==> src/shared/ldca_pkg.sv <==
// Package with register map, field layout, reset values and timing constants of the load adaptive block
package ldca_pkg;

  // Word offsets on the register bus (byte addresses)
  localparam logic [7:0] ADDR_CONFIG = 8'h00;
  localparam logic [7:0] ADDR_ADAPT = 8'h04;
  localparam logic [7:0] ADDR_RUN_CURRENT = 8'h08;
  localparam logic [7:0] ADDR_VEL_THRESH = 8'h0C;
  localparam logic [7:0] ADDR_ZERO_WAIT = 8'h10;
  localparam logic [7:0] ADDR_LOAD_MEAS = 8'h14;
  localparam logic [7:0] ADDR_DRIVER_STATUS_REGISTER = 8'h18;
  localparam logic [7:0] ADDR_RAMP_STATUS = 8'h1C;
  localparam logic [7:0] ADDR_IRQ_STATUS = 8'h20;
  localparam logic [7:0] ADDR_IRQ_MASK = 8'h24;

  // Configuration register fields
  localparam int CFG_FILTER_EN_BIT = 0;
  localparam int CFG_STOP_ON_STALL_BIT = 1;

  // Adaptive current register fields
  localparam int ADP_LOWER_LSB = 0;
  localparam int ADP_SPAN_LSB = 4;
  localparam int ADP_INC_LSB = 8;
  localparam int ADP_DEC_LSB = 10;
  localparam int ADP_MIN_SEL_BIT = 12;

  // Driver status fields
  localparam int DRV_STALL_BIT = 24;
  localparam int DRV_SCALE_LSB = 16;
  localparam int DRV_ADAPT_ACTIVE_BIT = 25;
  localparam int DRV_VEL_ACTIVE_BIT = 26;

  // Ramp status and interrupt fields
  localparam int RAMP_STALL_EVENT_BIT = 0;
  localparam int RAMP_HALT_BIT = 1;
  localparam int IRQ_STALL_BIT = 0;
  localparam int IRQ_MEAS_BIT = 1;
  localparam int IRQ_RAISE_BIT = 2;
  localparam int IRQ_WIDTH = 3;

  // Widths
  localparam int LOAD_W = 10;
  localparam int SCALE_W = 5;
  localparam int VEL_W = 20;
  localparam int WAIT_W = 16;

  // Reset values
  localparam logic [2:0] RST_CONFIG = 3'h0;
  localparam logic [12:0] RST_ADAPT = 13'h0000;
  localparam logic [4:0] RST_RUN_CURRENT = 5'h1F;
  localparam logic [19:0] RST_VEL_THRESH = 20'h00000;
  localparam logic [15:0] RST_ZERO_WAIT = 16'h0000;
  localparam logic [2:0] RST_IRQ_MASK = 3'h0;

  // Threshold scale factor is a shift by five (times 32)
  localparam int THRESH_SHIFT = 5;
  // Readings combined by the filter, as a shift of two
  localparam int FILTER_SHIFT = 2;

  // Clock and zero wait unit: one wait count lasts this long
  localparam int CLK_PERIOD_NS = 10;
  localparam int ZERO_WAIT_UNIT_NS = 10;
  localparam int ZERO_WAIT_UNIT_CYC = (ZERO_WAIT_UNIT_NS + CLK_PERIOD_NS - 1) / CLK_PERIOD_NS;

  typedef enum logic [1:0] {
    LDCA_RUN = 2'b00,
    LDCA_HALTED = 2'b01,
    LDCA_ZERO_WAIT = 2'b10
  } ldca_ramp_state_t;

endpackage : ldca_pkg

==> src/logic/ldca_load_filter.sv <==
// Load measurement filter: passes each reading or the mean of four readings
`timescale 1ns/10ps
module ldca_load_filter (
  // Clock and reset
  input wire logic clk,
  input wire logic rst,
  input wire logic ce,
  // Control
  input wire logic i_enable,
  // Raw reading, one per full step
  input wire logic i_sample_valid,
  input wire logic [ldca_pkg::LOAD_W-1:0] i_sample,
  // Measurement output
  output logic o_valid,
  output logic [ldca_pkg::LOAD_W-1:0] o_value
);

  logic [ldca_pkg::LOAD_W+1:0] sum_reg;
  logic [1:0] count_reg;
  logic enable_reg;
  logic [ldca_pkg::LOAD_W+1:0] sum_next;

  assign sum_next = sum_reg + {2'h0, i_sample};

  always_ff @(posedge clk) begin
    if (rst) begin
      sum_reg <= '0;
      count_reg <= 2'h0;
      enable_reg <= 1'b0;
      o_valid <= 1'b0;
      o_value <= '0;
    end else if (ce) begin
      enable_reg <= i_enable;
      o_valid <= 1'b0;
      // A mode change restarts the group so no mixed average leaks out
      if (enable_reg != i_enable) begin
        sum_reg <= '0;
        count_reg <= 2'h0;
      end else if (i_sample_valid) begin
        if (!i_enable) begin
          o_valid <= 1'b1;
          o_value <= i_sample;
        end else if (count_reg == 2'h3) begin
          o_valid <= 1'b1;
          o_value <= sum_next[ldca_pkg::LOAD_W+1:ldca_pkg::FILTER_SHIFT];
          sum_reg <= '0;
          count_reg <= 2'h0;
        end else begin
          sum_reg <= sum_next;
          count_reg <= count_reg + 2'h1;
        end
      end
    end
  end

endmodule : ldca_load_filter

==> src/logic/ldca_top.sv <==
// Load detection, stop on stall and load adaptive coil current control
// Overview of operation
// - Load measurement refreshes once per full step, or once per four full steps with the filter enabled
// - Filter enable averages four successive readings
// - Zero reading with stop enabled commands stop
// - Stall halts ramp, actual velocity forced zero
// - Stall flag set in driver status register
// - Read/write-back clears event; restart after wait
// - Stall detection only above lower velocity threshold
// - Lower load threshold is 4-bit unsigned
// - Effective lower threshold is setting times 32
// - Load below lower threshold raises current scale
// - Upper threshold is (lower+span+1) times 32
// - Enough readings at/above upper lower the scale
// - Increment step selectable as 1,2,4,8
// - Decrement every 32,8,2,1 high readings
// - Minimum scale half or quarter of run current
// - Adaptation off below lower velocity threshold
`timescale 1ns/10ps
module ldca_top (
  // Clock, reset, enable
  input wire logic I_CLK_SYS,
  input wire logic I_SYS_RST,
  input wire logic I_CLK_EN,
  // Wishbone slave
  input wire logic I_WB_CYC,
  input wire logic I_WB_STB,
  input wire logic I_WB_WE,
  input wire logic [7:0] I_WB_ADR,
  input wire logic [3:0] I_WB_SEL,
  input wire logic [31:0] I_WB_DAT,
  output logic [31:0] O_WB_DAT,
  output logic O_WB_ACK,
  // Motor side
  input wire logic I_FULLSTEP,
  input wire logic [ldca_pkg::LOAD_W-1:0] I_LOAD_SAMPLE,
  input wire logic [ldca_pkg::VEL_W-1:0] I_STEP_INTERVAL,
  output logic O_RAMP_HALT,
  output logic [ldca_pkg::SCALE_W-1:0] O_CURRENT_SCALE,
  // Interrupt
  output logic O_IRQ
);

  // Threshold times 32, widened to hold (15+15+1)*32
  function automatic logic [ldca_pkg::LOAD_W:0] times32(input logic [5:0] v);
    times32 = {v, 5'h00};
  endfunction : times32

  // Byte-lane merge of a write into a register word
  function automatic logic [31:0] lane_merge(input logic [31:0] old_v, input logic [31:0] new_v,
                                            input logic [3:0] sel);
    logic [31:0] r;
    r = old_v;
    for (int i = 0; i < 4; i++) begin
      if (sel[i]) begin
        r[8*i +: 8] = new_v[8*i +: 8];
      end
    end
    lane_merge = r;
  endfunction : lane_merge

  // Registers written by software
  logic [2:0] config_reg;
  logic [12:0] adapt_reg;
  logic [4:0] run_current_reg;
  logic [19:0] vel_thresh_reg;
  logic [15:0] zero_wait_reg;
  logic [2:0] irq_mask_reg;

  // Block state
  logic [ldca_pkg::LOAD_W-1:0] load_meas_reg;
  logic stall_flag_reg;
  logic stall_event_reg;
  logic [2:0] irq_status_reg;
  logic [ldca_pkg::SCALE_W-1:0] scale_reg;
  logic [4:0] dec_count_reg;
  logic [15:0] wait_count_reg;
  logic [7:0] unit_count_reg;
  ldca_pkg::ldca_ramp_state_t ramp_state_reg;
  ldca_pkg::ldca_ramp_state_t ramp_state_next;

  // Bus decode
  logic wb_req;
  logic wb_wr;
  logic wb_rd;
  logic [31:0] rd_data;
  logic event_clear;

  // Filter output
  logic meas_valid;
  logic [ldca_pkg::LOAD_W-1:0] meas_value;

  // Derived settings
  logic [3:0] lower_set;
  logic [3:0] span_set;
  logic [1:0] inc_set;
  logic [1:0] dec_set;
  logic min_sel;
  logic vel_active;
  logic adapt_active;
  logic [ldca_pkg::LOAD_W:0] lower_thresh;
  logic [ldca_pkg::LOAD_W:0] upper_thresh;
  logic [ldca_pkg::SCALE_W-1:0] min_scale;
  logic [ldca_pkg::SCALE_W:0] scale_sum;
  logic [ldca_pkg::SCALE_W-1:0] inc_width;
  logic [4:0] dec_period;
  logic stall_seen;
  logic raise_seen;

  assign wb_req = I_WB_CYC & I_WB_STB & ~O_WB_ACK;
  assign wb_wr = wb_req & I_WB_WE;
  assign wb_rd = wb_req & ~I_WB_WE;

  assign lower_set = adapt_reg[ldca_pkg::ADP_LOWER_LSB +: 4];
  assign span_set = adapt_reg[ldca_pkg::ADP_SPAN_LSB +: 4];
  assign inc_set = adapt_reg[ldca_pkg::ADP_INC_LSB +: 2];
  assign dec_set = adapt_reg[ldca_pkg::ADP_DEC_LSB +: 2];
  assign min_sel = adapt_reg[ldca_pkg::ADP_MIN_SEL_BIT];

  // Faster motion means a shorter step interval than the threshold
  assign vel_active = I_STEP_INTERVAL < vel_thresh_reg;
  assign adapt_active = vel_active & (lower_set != 4'h0);

  assign lower_thresh = times32({2'h0, lower_set});
  assign upper_thresh = times32(6'({2'h0, lower_set} + {2'h0, span_set} + 6'h01));

  assign min_scale = min_sel ? (run_current_reg >> 2) : (run_current_reg >> 1);
  assign inc_width = ldca_pkg::SCALE_W'(5'h01 << inc_set);
  assign scale_sum = {1'b0, scale_reg} + {1'b0, inc_width};

  always_comb begin
    case (dec_set)
      2'h0: dec_period = 5'h1F;
      2'h1: dec_period = 5'h07;
      2'h2: dec_period = 5'h01;
      default: dec_period = 5'h00;
    endcase
  end

  // Write-back of the ramp status with the event bit set clears it
  assign event_clear = wb_wr && (I_WB_ADR == ldca_pkg::ADDR_RAMP_STATUS) && I_WB_SEL[0]
                       && I_WB_DAT[ldca_pkg::RAMP_STALL_EVENT_BIT];

  assign stall_seen = meas_valid && (meas_value == '0) && config_reg[ldca_pkg::CFG_STOP_ON_STALL_BIT]
                      && vel_active && (ramp_state_reg != ldca_pkg::LDCA_HALTED);

  assign raise_seen = meas_valid && adapt_active && ({1'b0, meas_value} < lower_thresh);

  ldca_load_filter u_filter (
    .clk(I_CLK_SYS),
    .rst(I_SYS_RST),
    .ce(I_CLK_EN),
    .i_enable(config_reg[ldca_pkg::CFG_FILTER_EN_BIT]),
    .i_sample_valid(I_FULLSTEP),
    .i_sample(I_LOAD_SAMPLE),
    .o_valid(meas_valid),
    .o_value(meas_value)
  );

  // Software registers
  always_ff @(posedge I_CLK_SYS) begin
    if (I_SYS_RST) begin
      config_reg <= ldca_pkg::RST_CONFIG;
      adapt_reg <= ldca_pkg::RST_ADAPT;
      run_current_reg <= ldca_pkg::RST_RUN_CURRENT;
      vel_thresh_reg <= ldca_pkg::RST_VEL_THRESH;
      zero_wait_reg <= ldca_pkg::RST_ZERO_WAIT;
      irq_mask_reg <= ldca_pkg::RST_IRQ_MASK;
    end else if (I_CLK_EN && wb_wr) begin
      if (I_WB_ADR == ldca_pkg::ADDR_CONFIG) begin
        config_reg <= 3'(lane_merge({29'h0, config_reg}, I_WB_DAT, I_WB_SEL));
      end else if (I_WB_ADR == ldca_pkg::ADDR_ADAPT) begin
        adapt_reg <= 13'(lane_merge({19'h0, adapt_reg}, I_WB_DAT, I_WB_SEL));
      end else if (I_WB_ADR == ldca_pkg::ADDR_RUN_CURRENT) begin
        run_current_reg <= 5'(lane_merge({27'h0, run_current_reg}, I_WB_DAT, I_WB_SEL));
      end else if (I_WB_ADR == ldca_pkg::ADDR_VEL_THRESH) begin
        vel_thresh_reg <= 20'(lane_merge({12'h0, vel_thresh_reg}, I_WB_DAT, I_WB_SEL));
      end else if (I_WB_ADR == ldca_pkg::ADDR_ZERO_WAIT) begin
        zero_wait_reg <= 16'(lane_merge({16'h0, zero_wait_reg}, I_WB_DAT, I_WB_SEL));
      end else if (I_WB_ADR == ldca_pkg::ADDR_IRQ_MASK) begin
        irq_mask_reg <= 3'(lane_merge({29'h0, irq_mask_reg}, I_WB_DAT, I_WB_SEL));
      end
    end
  end

  // Read mux, unmapped addresses read as zero
  always_comb begin
    rd_data = 32'h00000000;
    if (I_WB_ADR == ldca_pkg::ADDR_CONFIG) begin
      rd_data = {29'h0, config_reg};
    end else if (I_WB_ADR == ldca_pkg::ADDR_ADAPT) begin
      rd_data = {19'h0, adapt_reg};
    end else if (I_WB_ADR == ldca_pkg::ADDR_RUN_CURRENT) begin
      rd_data = {27'h0, run_current_reg};
    end else if (I_WB_ADR == ldca_pkg::ADDR_VEL_THRESH) begin
      rd_data = {12'h0, vel_thresh_reg};
    end else if (I_WB_ADR == ldca_pkg::ADDR_ZERO_WAIT) begin
      rd_data = {16'h0, zero_wait_reg};
    end else if (I_WB_ADR == ldca_pkg::ADDR_LOAD_MEAS) begin
      rd_data = {22'h0, load_meas_reg};
    end else if (I_WB_ADR == ldca_pkg::ADDR_DRIVER_STATUS_REGISTER) begin
      rd_data[ldca_pkg::DRV_STALL_BIT] = stall_flag_reg;
      rd_data[ldca_pkg::DRV_ADAPT_ACTIVE_BIT] = adapt_active;
      rd_data[ldca_pkg::DRV_VEL_ACTIVE_BIT] = vel_active;
      rd_data[ldca_pkg::DRV_SCALE_LSB +: ldca_pkg::SCALE_W] = scale_reg;
    end else if (I_WB_ADR == ldca_pkg::ADDR_RAMP_STATUS) begin
      rd_data[ldca_pkg::RAMP_STALL_EVENT_BIT] = stall_event_reg;
      rd_data[ldca_pkg::RAMP_HALT_BIT] = O_RAMP_HALT;
    end else if (I_WB_ADR == ldca_pkg::ADDR_IRQ_STATUS) begin
      rd_data = {29'h0, irq_status_reg};
    end else if (I_WB_ADR == ldca_pkg::ADDR_IRQ_MASK) begin
      rd_data = {29'h0, irq_mask_reg};
    end
  end

  // Bus answer: ack one cycle after the request, dropped the cycle after
  always_ff @(posedge I_CLK_SYS) begin
    if (I_SYS_RST) begin
      O_WB_ACK <= 1'b0;
      O_WB_DAT <= 32'h00000000;
    end else if (I_CLK_EN) begin
      O_WB_ACK <= wb_req;
      if (wb_rd) begin
        O_WB_DAT <= rd_data;
      end
    end
  end

  // Latest load measurement
  always_ff @(posedge I_CLK_SYS) begin
    if (I_SYS_RST) begin
      load_meas_reg <= '0;
    end else if (I_CLK_EN && meas_valid) begin
      load_meas_reg <= meas_value;
    end
  end

  // Stop-on-stall sequence
  always_comb begin
    ramp_state_next = ramp_state_reg;
    case (ramp_state_reg)
      ldca_pkg::LDCA_RUN: begin
        if (stall_seen) begin
          ramp_state_next = ldca_pkg::LDCA_HALTED;
        end
      end
      ldca_pkg::LDCA_HALTED: begin
        // Disabling stop on stall also releases the motor
        if (event_clear || !config_reg[ldca_pkg::CFG_STOP_ON_STALL_BIT]) begin
          ramp_state_next = ldca_pkg::LDCA_ZERO_WAIT;
        end
      end
      ldca_pkg::LDCA_ZERO_WAIT: begin
        if (wait_count_reg == 16'h0000 && unit_count_reg == 8'h00) begin
          ramp_state_next = ldca_pkg::LDCA_RUN;
        end
      end
      default: begin
        ramp_state_next = ldca_pkg::LDCA_RUN;
      end
    endcase
  end

  always_ff @(posedge I_CLK_SYS) begin
    if (I_SYS_RST) begin
      ramp_state_reg <= ldca_pkg::LDCA_RUN;
      O_RAMP_HALT <= 1'b0;
    end else if (I_CLK_EN) begin
      ramp_state_reg <= ramp_state_next;
      // Halt forces the actual velocity of the ramp to zero
      O_RAMP_HALT <= (ramp_state_next != ldca_pkg::LDCA_RUN);
    end
  end

  // Zero wait timer, loaded on entry to the wait
  always_ff @(posedge I_CLK_SYS) begin
    if (I_SYS_RST) begin
      wait_count_reg <= 16'h0000;
      unit_count_reg <= 8'h00;
    end else if (I_CLK_EN) begin
      if (ramp_state_reg != ldca_pkg::LDCA_ZERO_WAIT) begin
        wait_count_reg <= zero_wait_reg;
        unit_count_reg <= 8'(ldca_pkg::ZERO_WAIT_UNIT_CYC - 1);
      end else if (unit_count_reg != 8'h00) begin
        unit_count_reg <= unit_count_reg - 8'h01;
      end else if (wait_count_reg != 16'h0000) begin
        wait_count_reg <= wait_count_reg - 16'h0001;
        unit_count_reg <= 8'(ldca_pkg::ZERO_WAIT_UNIT_CYC - 1);
      end
    end
  end

  // Stall event and flag: a new stall wins over a clear in the same cycle
  always_ff @(posedge I_CLK_SYS) begin
    if (I_SYS_RST) begin
      stall_event_reg <= 1'b0;
      stall_flag_reg <= 1'b0;
    end else if (I_CLK_EN) begin
      if (stall_seen) begin
        stall_event_reg <= 1'b1;
        stall_flag_reg <= 1'b1;
      end else begin
        if (event_clear) begin
          stall_event_reg <= 1'b0;
        end
        if (ramp_state_next == ldca_pkg::LDCA_RUN) begin
          stall_flag_reg <= 1'b0;
        end
      end
    end
  end

  // Adaptive current scale
  always_ff @(posedge I_CLK_SYS) begin
    if (I_SYS_RST) begin
      scale_reg <= ldca_pkg::RST_RUN_CURRENT;
      dec_count_reg <= 5'h00;
    end else if (I_CLK_EN) begin
      if (!adapt_active) begin
        scale_reg <= run_current_reg;
        dec_count_reg <= 5'h00;
      end else if (scale_reg > run_current_reg) begin
        scale_reg <= run_current_reg;
      end else if (scale_reg < min_scale) begin
        scale_reg <= min_scale;
      end else if (meas_valid) begin
        if ({1'b0, meas_value} < lower_thresh) begin
          dec_count_reg <= 5'h00;
          // Saturate at the run current instead of wrapping
          if (scale_sum > {1'b0, run_current_reg}) begin
            scale_reg <= run_current_reg;
          end else begin
            scale_reg <= scale_sum[ldca_pkg::SCALE_W-1:0];
          end
        end else if ({1'b0, meas_value} >= upper_thresh) begin
          if (dec_count_reg >= dec_period) begin
            dec_count_reg <= 5'h00;
            if (scale_reg > min_scale) begin
              scale_reg <= scale_reg - 5'h01;
            end
          end else begin
            dec_count_reg <= dec_count_reg + 5'h01;
          end
        end else begin
          // Only uninterrupted high readings count toward a decrement
          dec_count_reg <= 5'h00;
        end
      end
    end
  end

  always_ff @(posedge I_CLK_SYS) begin
    if (I_SYS_RST) begin
      O_CURRENT_SCALE <= ldca_pkg::RST_RUN_CURRENT;
    end else if (I_CLK_EN) begin
      O_CURRENT_SCALE <= scale_reg;
    end
  end

  // Interrupt status: read clears, a new event in the same cycle wins
  always_ff @(posedge I_CLK_SYS) begin
    if (I_SYS_RST) begin
      irq_status_reg <= 3'h0;
      O_IRQ <= 1'b0;
    end else if (I_CLK_EN) begin
      irq_status_reg <= ((wb_rd && I_WB_ADR == ldca_pkg::ADDR_IRQ_STATUS) ? 3'h0 : irq_status_reg)
                        | {raise_seen, meas_valid, stall_seen};
      O_IRQ <= |(irq_status_reg & irq_mask_reg);
    end
  end

endmodule : ldca_top

==> config.mk <==
export PLATFORM = sky130hd
export DESIGN_NAME = ldca_top
export DESIGN_NICKNAME = d
export VERILOG_FILES = /design/src/shared/ldca_pkg.sv /design/src/logic/ldca_load_filter.sv /design/src/logic/ldca_top.sv
export SDC_FILE = /design/constraint.sdc
export NUM_CORES = 1
export LEC_CHECK = 0
export ABC_AREA = 1
export BUFFER_PORTS_ARGS = -buffer_cell sky130_fd_sc_hd__buf_2
export CORE_MARGIN = 2
export CORE_UTILIZATION = 50
export DETAILED_ROUTE_END_ITERATION = 12
export PLACE_DENSITY = 0.79
export SLEW_MARGIN = 5
export SYNTH_ARGS = -nofsm -noshare
export SYNTH_HDL_FRONTEND = slang
export SYNTH_SLANG_ARGS = --single-unit
==> constraint.sdc <==
create_clock -name I_CLK_SYS -period 3.1 [get_ports I_CLK_SYS]
set_input_delay 0.62 -clock I_CLK_SYS [delete_from_list [all_inputs] [get_ports I_CLK_SYS]]
set_output_delay 0.62 -clock I_CLK_SYS [all_outputs]
set_load 0.01 [all_outputs]
==> impl_metrics.py <==
metrics = {
    "routing": {
        "ant_nets": 0,
        "drtPass1Iterations": 6,
        "wl_microns": 28000,
        "vias": 10200,
        "wire_per_inst_microns": 15.1,
        "first_iter_violations": 793,
        "drc_errors": 0,
        "via_per_inst": 5.45,
    },
    "die": {
        "start_util_pct": 51.4,
        "rows": 51,
        "ios": 121,
        "fp.dieW_microns": 146,
        "core_sq_mm": 0.0196,
        "dieArea_sq_mm": 0.0213,
        "fp.dieH_microns": 146,
    },
    "global_routing": {
        "grt_max_degree": 74,
        "grt_pass1_vias": 9104,
        "grt_overflow_total": 0,
        "grt_use_total_pct": 26.1,
        "antenna_found_initial": 0,
        "grt_pass1_wl_microns": 45400,
    },
    "placement": {
        "dp.cells": 1831,
        "dp_hpwl_microns": 21000,
        "portBuffers": 99,
        "globalplace.congestion": 0.948,
    },
    "sta": {
        "fin_crit_sh_pct": 90.1,
        "finalSetupTns_ns": 0,
        "rsz0062_at_grt": "false",
        "fmax_ghz": 0.358,
        "min_period_ns": 2.79,
        "hold_viol_final": 0,
        "slew_violations": 0,
        "hold_ws_ns": 0.413,
        "slew_headroom_pct": 47.0,
        "clock_skew_ns": 0.00937,
        "worstMarginPinSlew_ns": 0.796,
        "setup_viol": 0,
    },
    "yosys": {
        "avgSynthCellArea_sq_um": 6.75,
        "syn_inst": 1491,
        "syn_area_sq_mm": 0.0101,
        "synthArstFlopShare_pct": 0,
        "synth_edf_count": 0,
        "yosysWarnings": 0,
        "ys_ff_latch": 169,
        "synth_ff_type": "dfxtp_1",
        "synth_cell_type_count": 46,
        "ys_seq_area_share_pct": 33.6,
    },
    "worst_setup_path": {
        "crit_type": "reg2reg",
        "crit_family": "simple AND/OR/NAND/NOR gates",
        "endpoint_kind": "flop",
        "cp.required_ns": 3.44,
        "crit_chain": "inv_1 -> nor2_1 -> ha_1 -> a21oi_1 -> nand2_1 -> xor2_1 -> inv_1 -> ha_1 -> nand2_1 -> inv_1 -> nand2_1 -> nand2_1 -> nand2_1 -> nand2_1 -> nand2_2 -> nand2_1 -> nand2_1 -> nand3_1 -> nand2_1 -> nand2_1 -> nand2_1 -> nand2_1 -> nand2_1",
        "slowest_stage": "dfxtp_1",
        "cp-start-kind": "flop",
        "cp.buffers_inverters": 3,
        "critPathArrivalTime_ns": 3.13,
        "cpPeakStageDelay_ns": 0.40,
        "crit_top_cell": "nand2_1",
        "cp_max_fo": 6,
    },
    "clock_network": {
        "cts_root_buffer": "clkbuf_16",
        "numCtsBuffers": 17,
        "clk_path_buf_depth": 2,
        "postCtsHoldBufs": 0,
        "ctsHtreeMaxLevel": 4,
        "cts.sinks": 169,
        "path_clk_slew_ns": 0.07,
        "ctsResizeCount": 0,
        "post_cts_buffers": 0,
        "tritoncts": "built",
        "insertion_delay_ns": 0.44,
    },
    "finish": {
        "final_common_cell": "nand2_1",
        "area_growth_pct": 13.4,
        "layout_common_cells": "nand2_1 (366), inv_1 (182), dfxtp_1 (169), a21oi_1 (159), nor2_1 (134)",
        "largest_register_ffs": 24,
        "antenna_cells": 0,
        "fillers": 1859,
        "final_cells": 1863,
        "finish.net_count": 1740,
        "final_util_pct": 58.3,
        "drive_gt1_share_pct": 11.8,
    },
    "pwr": {
        "p_per_area_mw_per_mm2": 441,
        "ir_drop_uv": 429,
        "design_power_total_mw": 5.04,
        "leakagePower_nw": 5.30,
    },
    "min_path": {
        "hp-class": "in2reg",
    },
    "outcome": {
        "status": "finished clean",
    },
    "run": {
        "maxCapViolCount": 0,
    },
}
-- cells by family (layout without fill, tap and decap cells) --
group | Yosys count | count (layout) | synth area share (%)
AOI/OAI and AO/OA | 335 | 335 | 18.2
xor gates and xnor gates | 26 | 26 | 2.26
adders and majority gates | 74 | 74 | 9.42
buffers and inverters | 250 | 350 | 9.94
DFF | 169 | 169 | 33.6
other | 1 | 8 | 0.0372
and+or+nand+nor | 636 | 636 | 26.6
-- per-stage QoR --
| stage | area [sq um] | setup slack [ns] |
|---|---|---|
| floorplan | 10100 | 0.602 |
| global placement | 10900 | 0.392 |
| detailed placement | 10900 | 0.361 |
| CTS | 11400 | 0.298 |
| global route | 11400 | 0.0113 |
| finish | 11400 | 0.306 |
-- path summary, 6_finish.rpt --
path / from / to / slack [ns] / cells past startpoint
max reg2reg: adapt_reg[9] / scale_reg[4] / 0.31 / 23
min: I_WB_DAT[13] / zero_wait_reg[13] / 0.41 / 3
min reg2reg: O_WB_DAT[16] / O_WB_DAT[16] / 0.46 / 2
max: adapt_reg[9] / scale_reg[4] / 0.31 / 23
-- cell type report --
| type | instances | area (sq um) | area share, % |
|---|---|---|---|
| multi-input cells | 1079 | 5710 | 50.0 |
| flip-flops and latches | 169 | 3380 | 29.6 |
| inverters | 193 | 724 | 6.34 |
| repair buffers | 125 | 703 | 6.16 |
| clock buffers | 20 | 447 | 3.91 |
| well taps | 265 | 332 | 2.90 |
| clock inverters | 12 | 118 | 1.03 |
-- metal layers --
| metal | up-vias | global-route usage [%] | part of all wire, % |
|---|---|---|---|
| met5 | - | 0 | 0 |
| met4 | 0 | 9.26 | 2.8 |
| met3 | 62 | 5.49 | 8.0 |
| met2 | 417 | 41.1 | 45 |
| met1 | 4606 | 35.5 | 44 |
| li1 | 5068 | - | - |
-- worst reg2reg max path, cell delays in order (launching register included) --
cell and delay (ns):
dfxtp_1 0.40, inv_1 0.07, nor2_1 0.11, ha_1 0.29, a21oi_1 0.18, nand2_1 0.08, xor2_1 0.18, inv_1 0.07
ha_1 0.29, nand2_1 0.05, inv_1 0.07, nand2_1 0.06, nand2_1 0.07, nand2_1 0.05, nand2_1 0.07, nand2_2 0.09
nand2_1 0.16, nand2_1 0.07, nand3_1 0.07, nand2_1 0.06, nand2_1 0.05, nand2_1 0.06, nand2_1 0.06, nand2_1 0.05
-- power by group --
part / internal [mW] / leakage (nW) / total [mW] / switching, mW
Clock: 1.14 / 0.264 / 2.09 / 0.955
Sequential: 2.22 / 1.37 / 2.27 / 0.0447
Combinational: 0.238 / 3.67 / 0.681 / 0.443
Total: 3.60 / 5.30 / 5.04 / 1.44
-- synth_stat cells, drive strengths merged, types with 2 or more instances --
master	count	area, sq um
a211oi	8	60.1
o21ai	115	579
buf	26	160
o21bai	5	37.5
o22ai	6	37.5
or2	2	12.5
xnor2	4	35.0
inv	190	713
clkbuf	31	116
ha	71	888
xor2	22	193
fa	3	60.1
a31oi	8	50.1
nand3b	4	30.0
nor4	7	58.8
nand3	74	385
a221oi	2	17.5
nor2	144	576
a21oi	160	805
dfxtp	169	3380
nand2	369	1390
nor3	20	121
clkinv	3	11.3
nand4	16	100
o2111ai	4	35.0
o221ai	3	26.3
a21o	2	15.0
o211ai	19	143
Note: power is estimated with default switching activity, not from simulation.
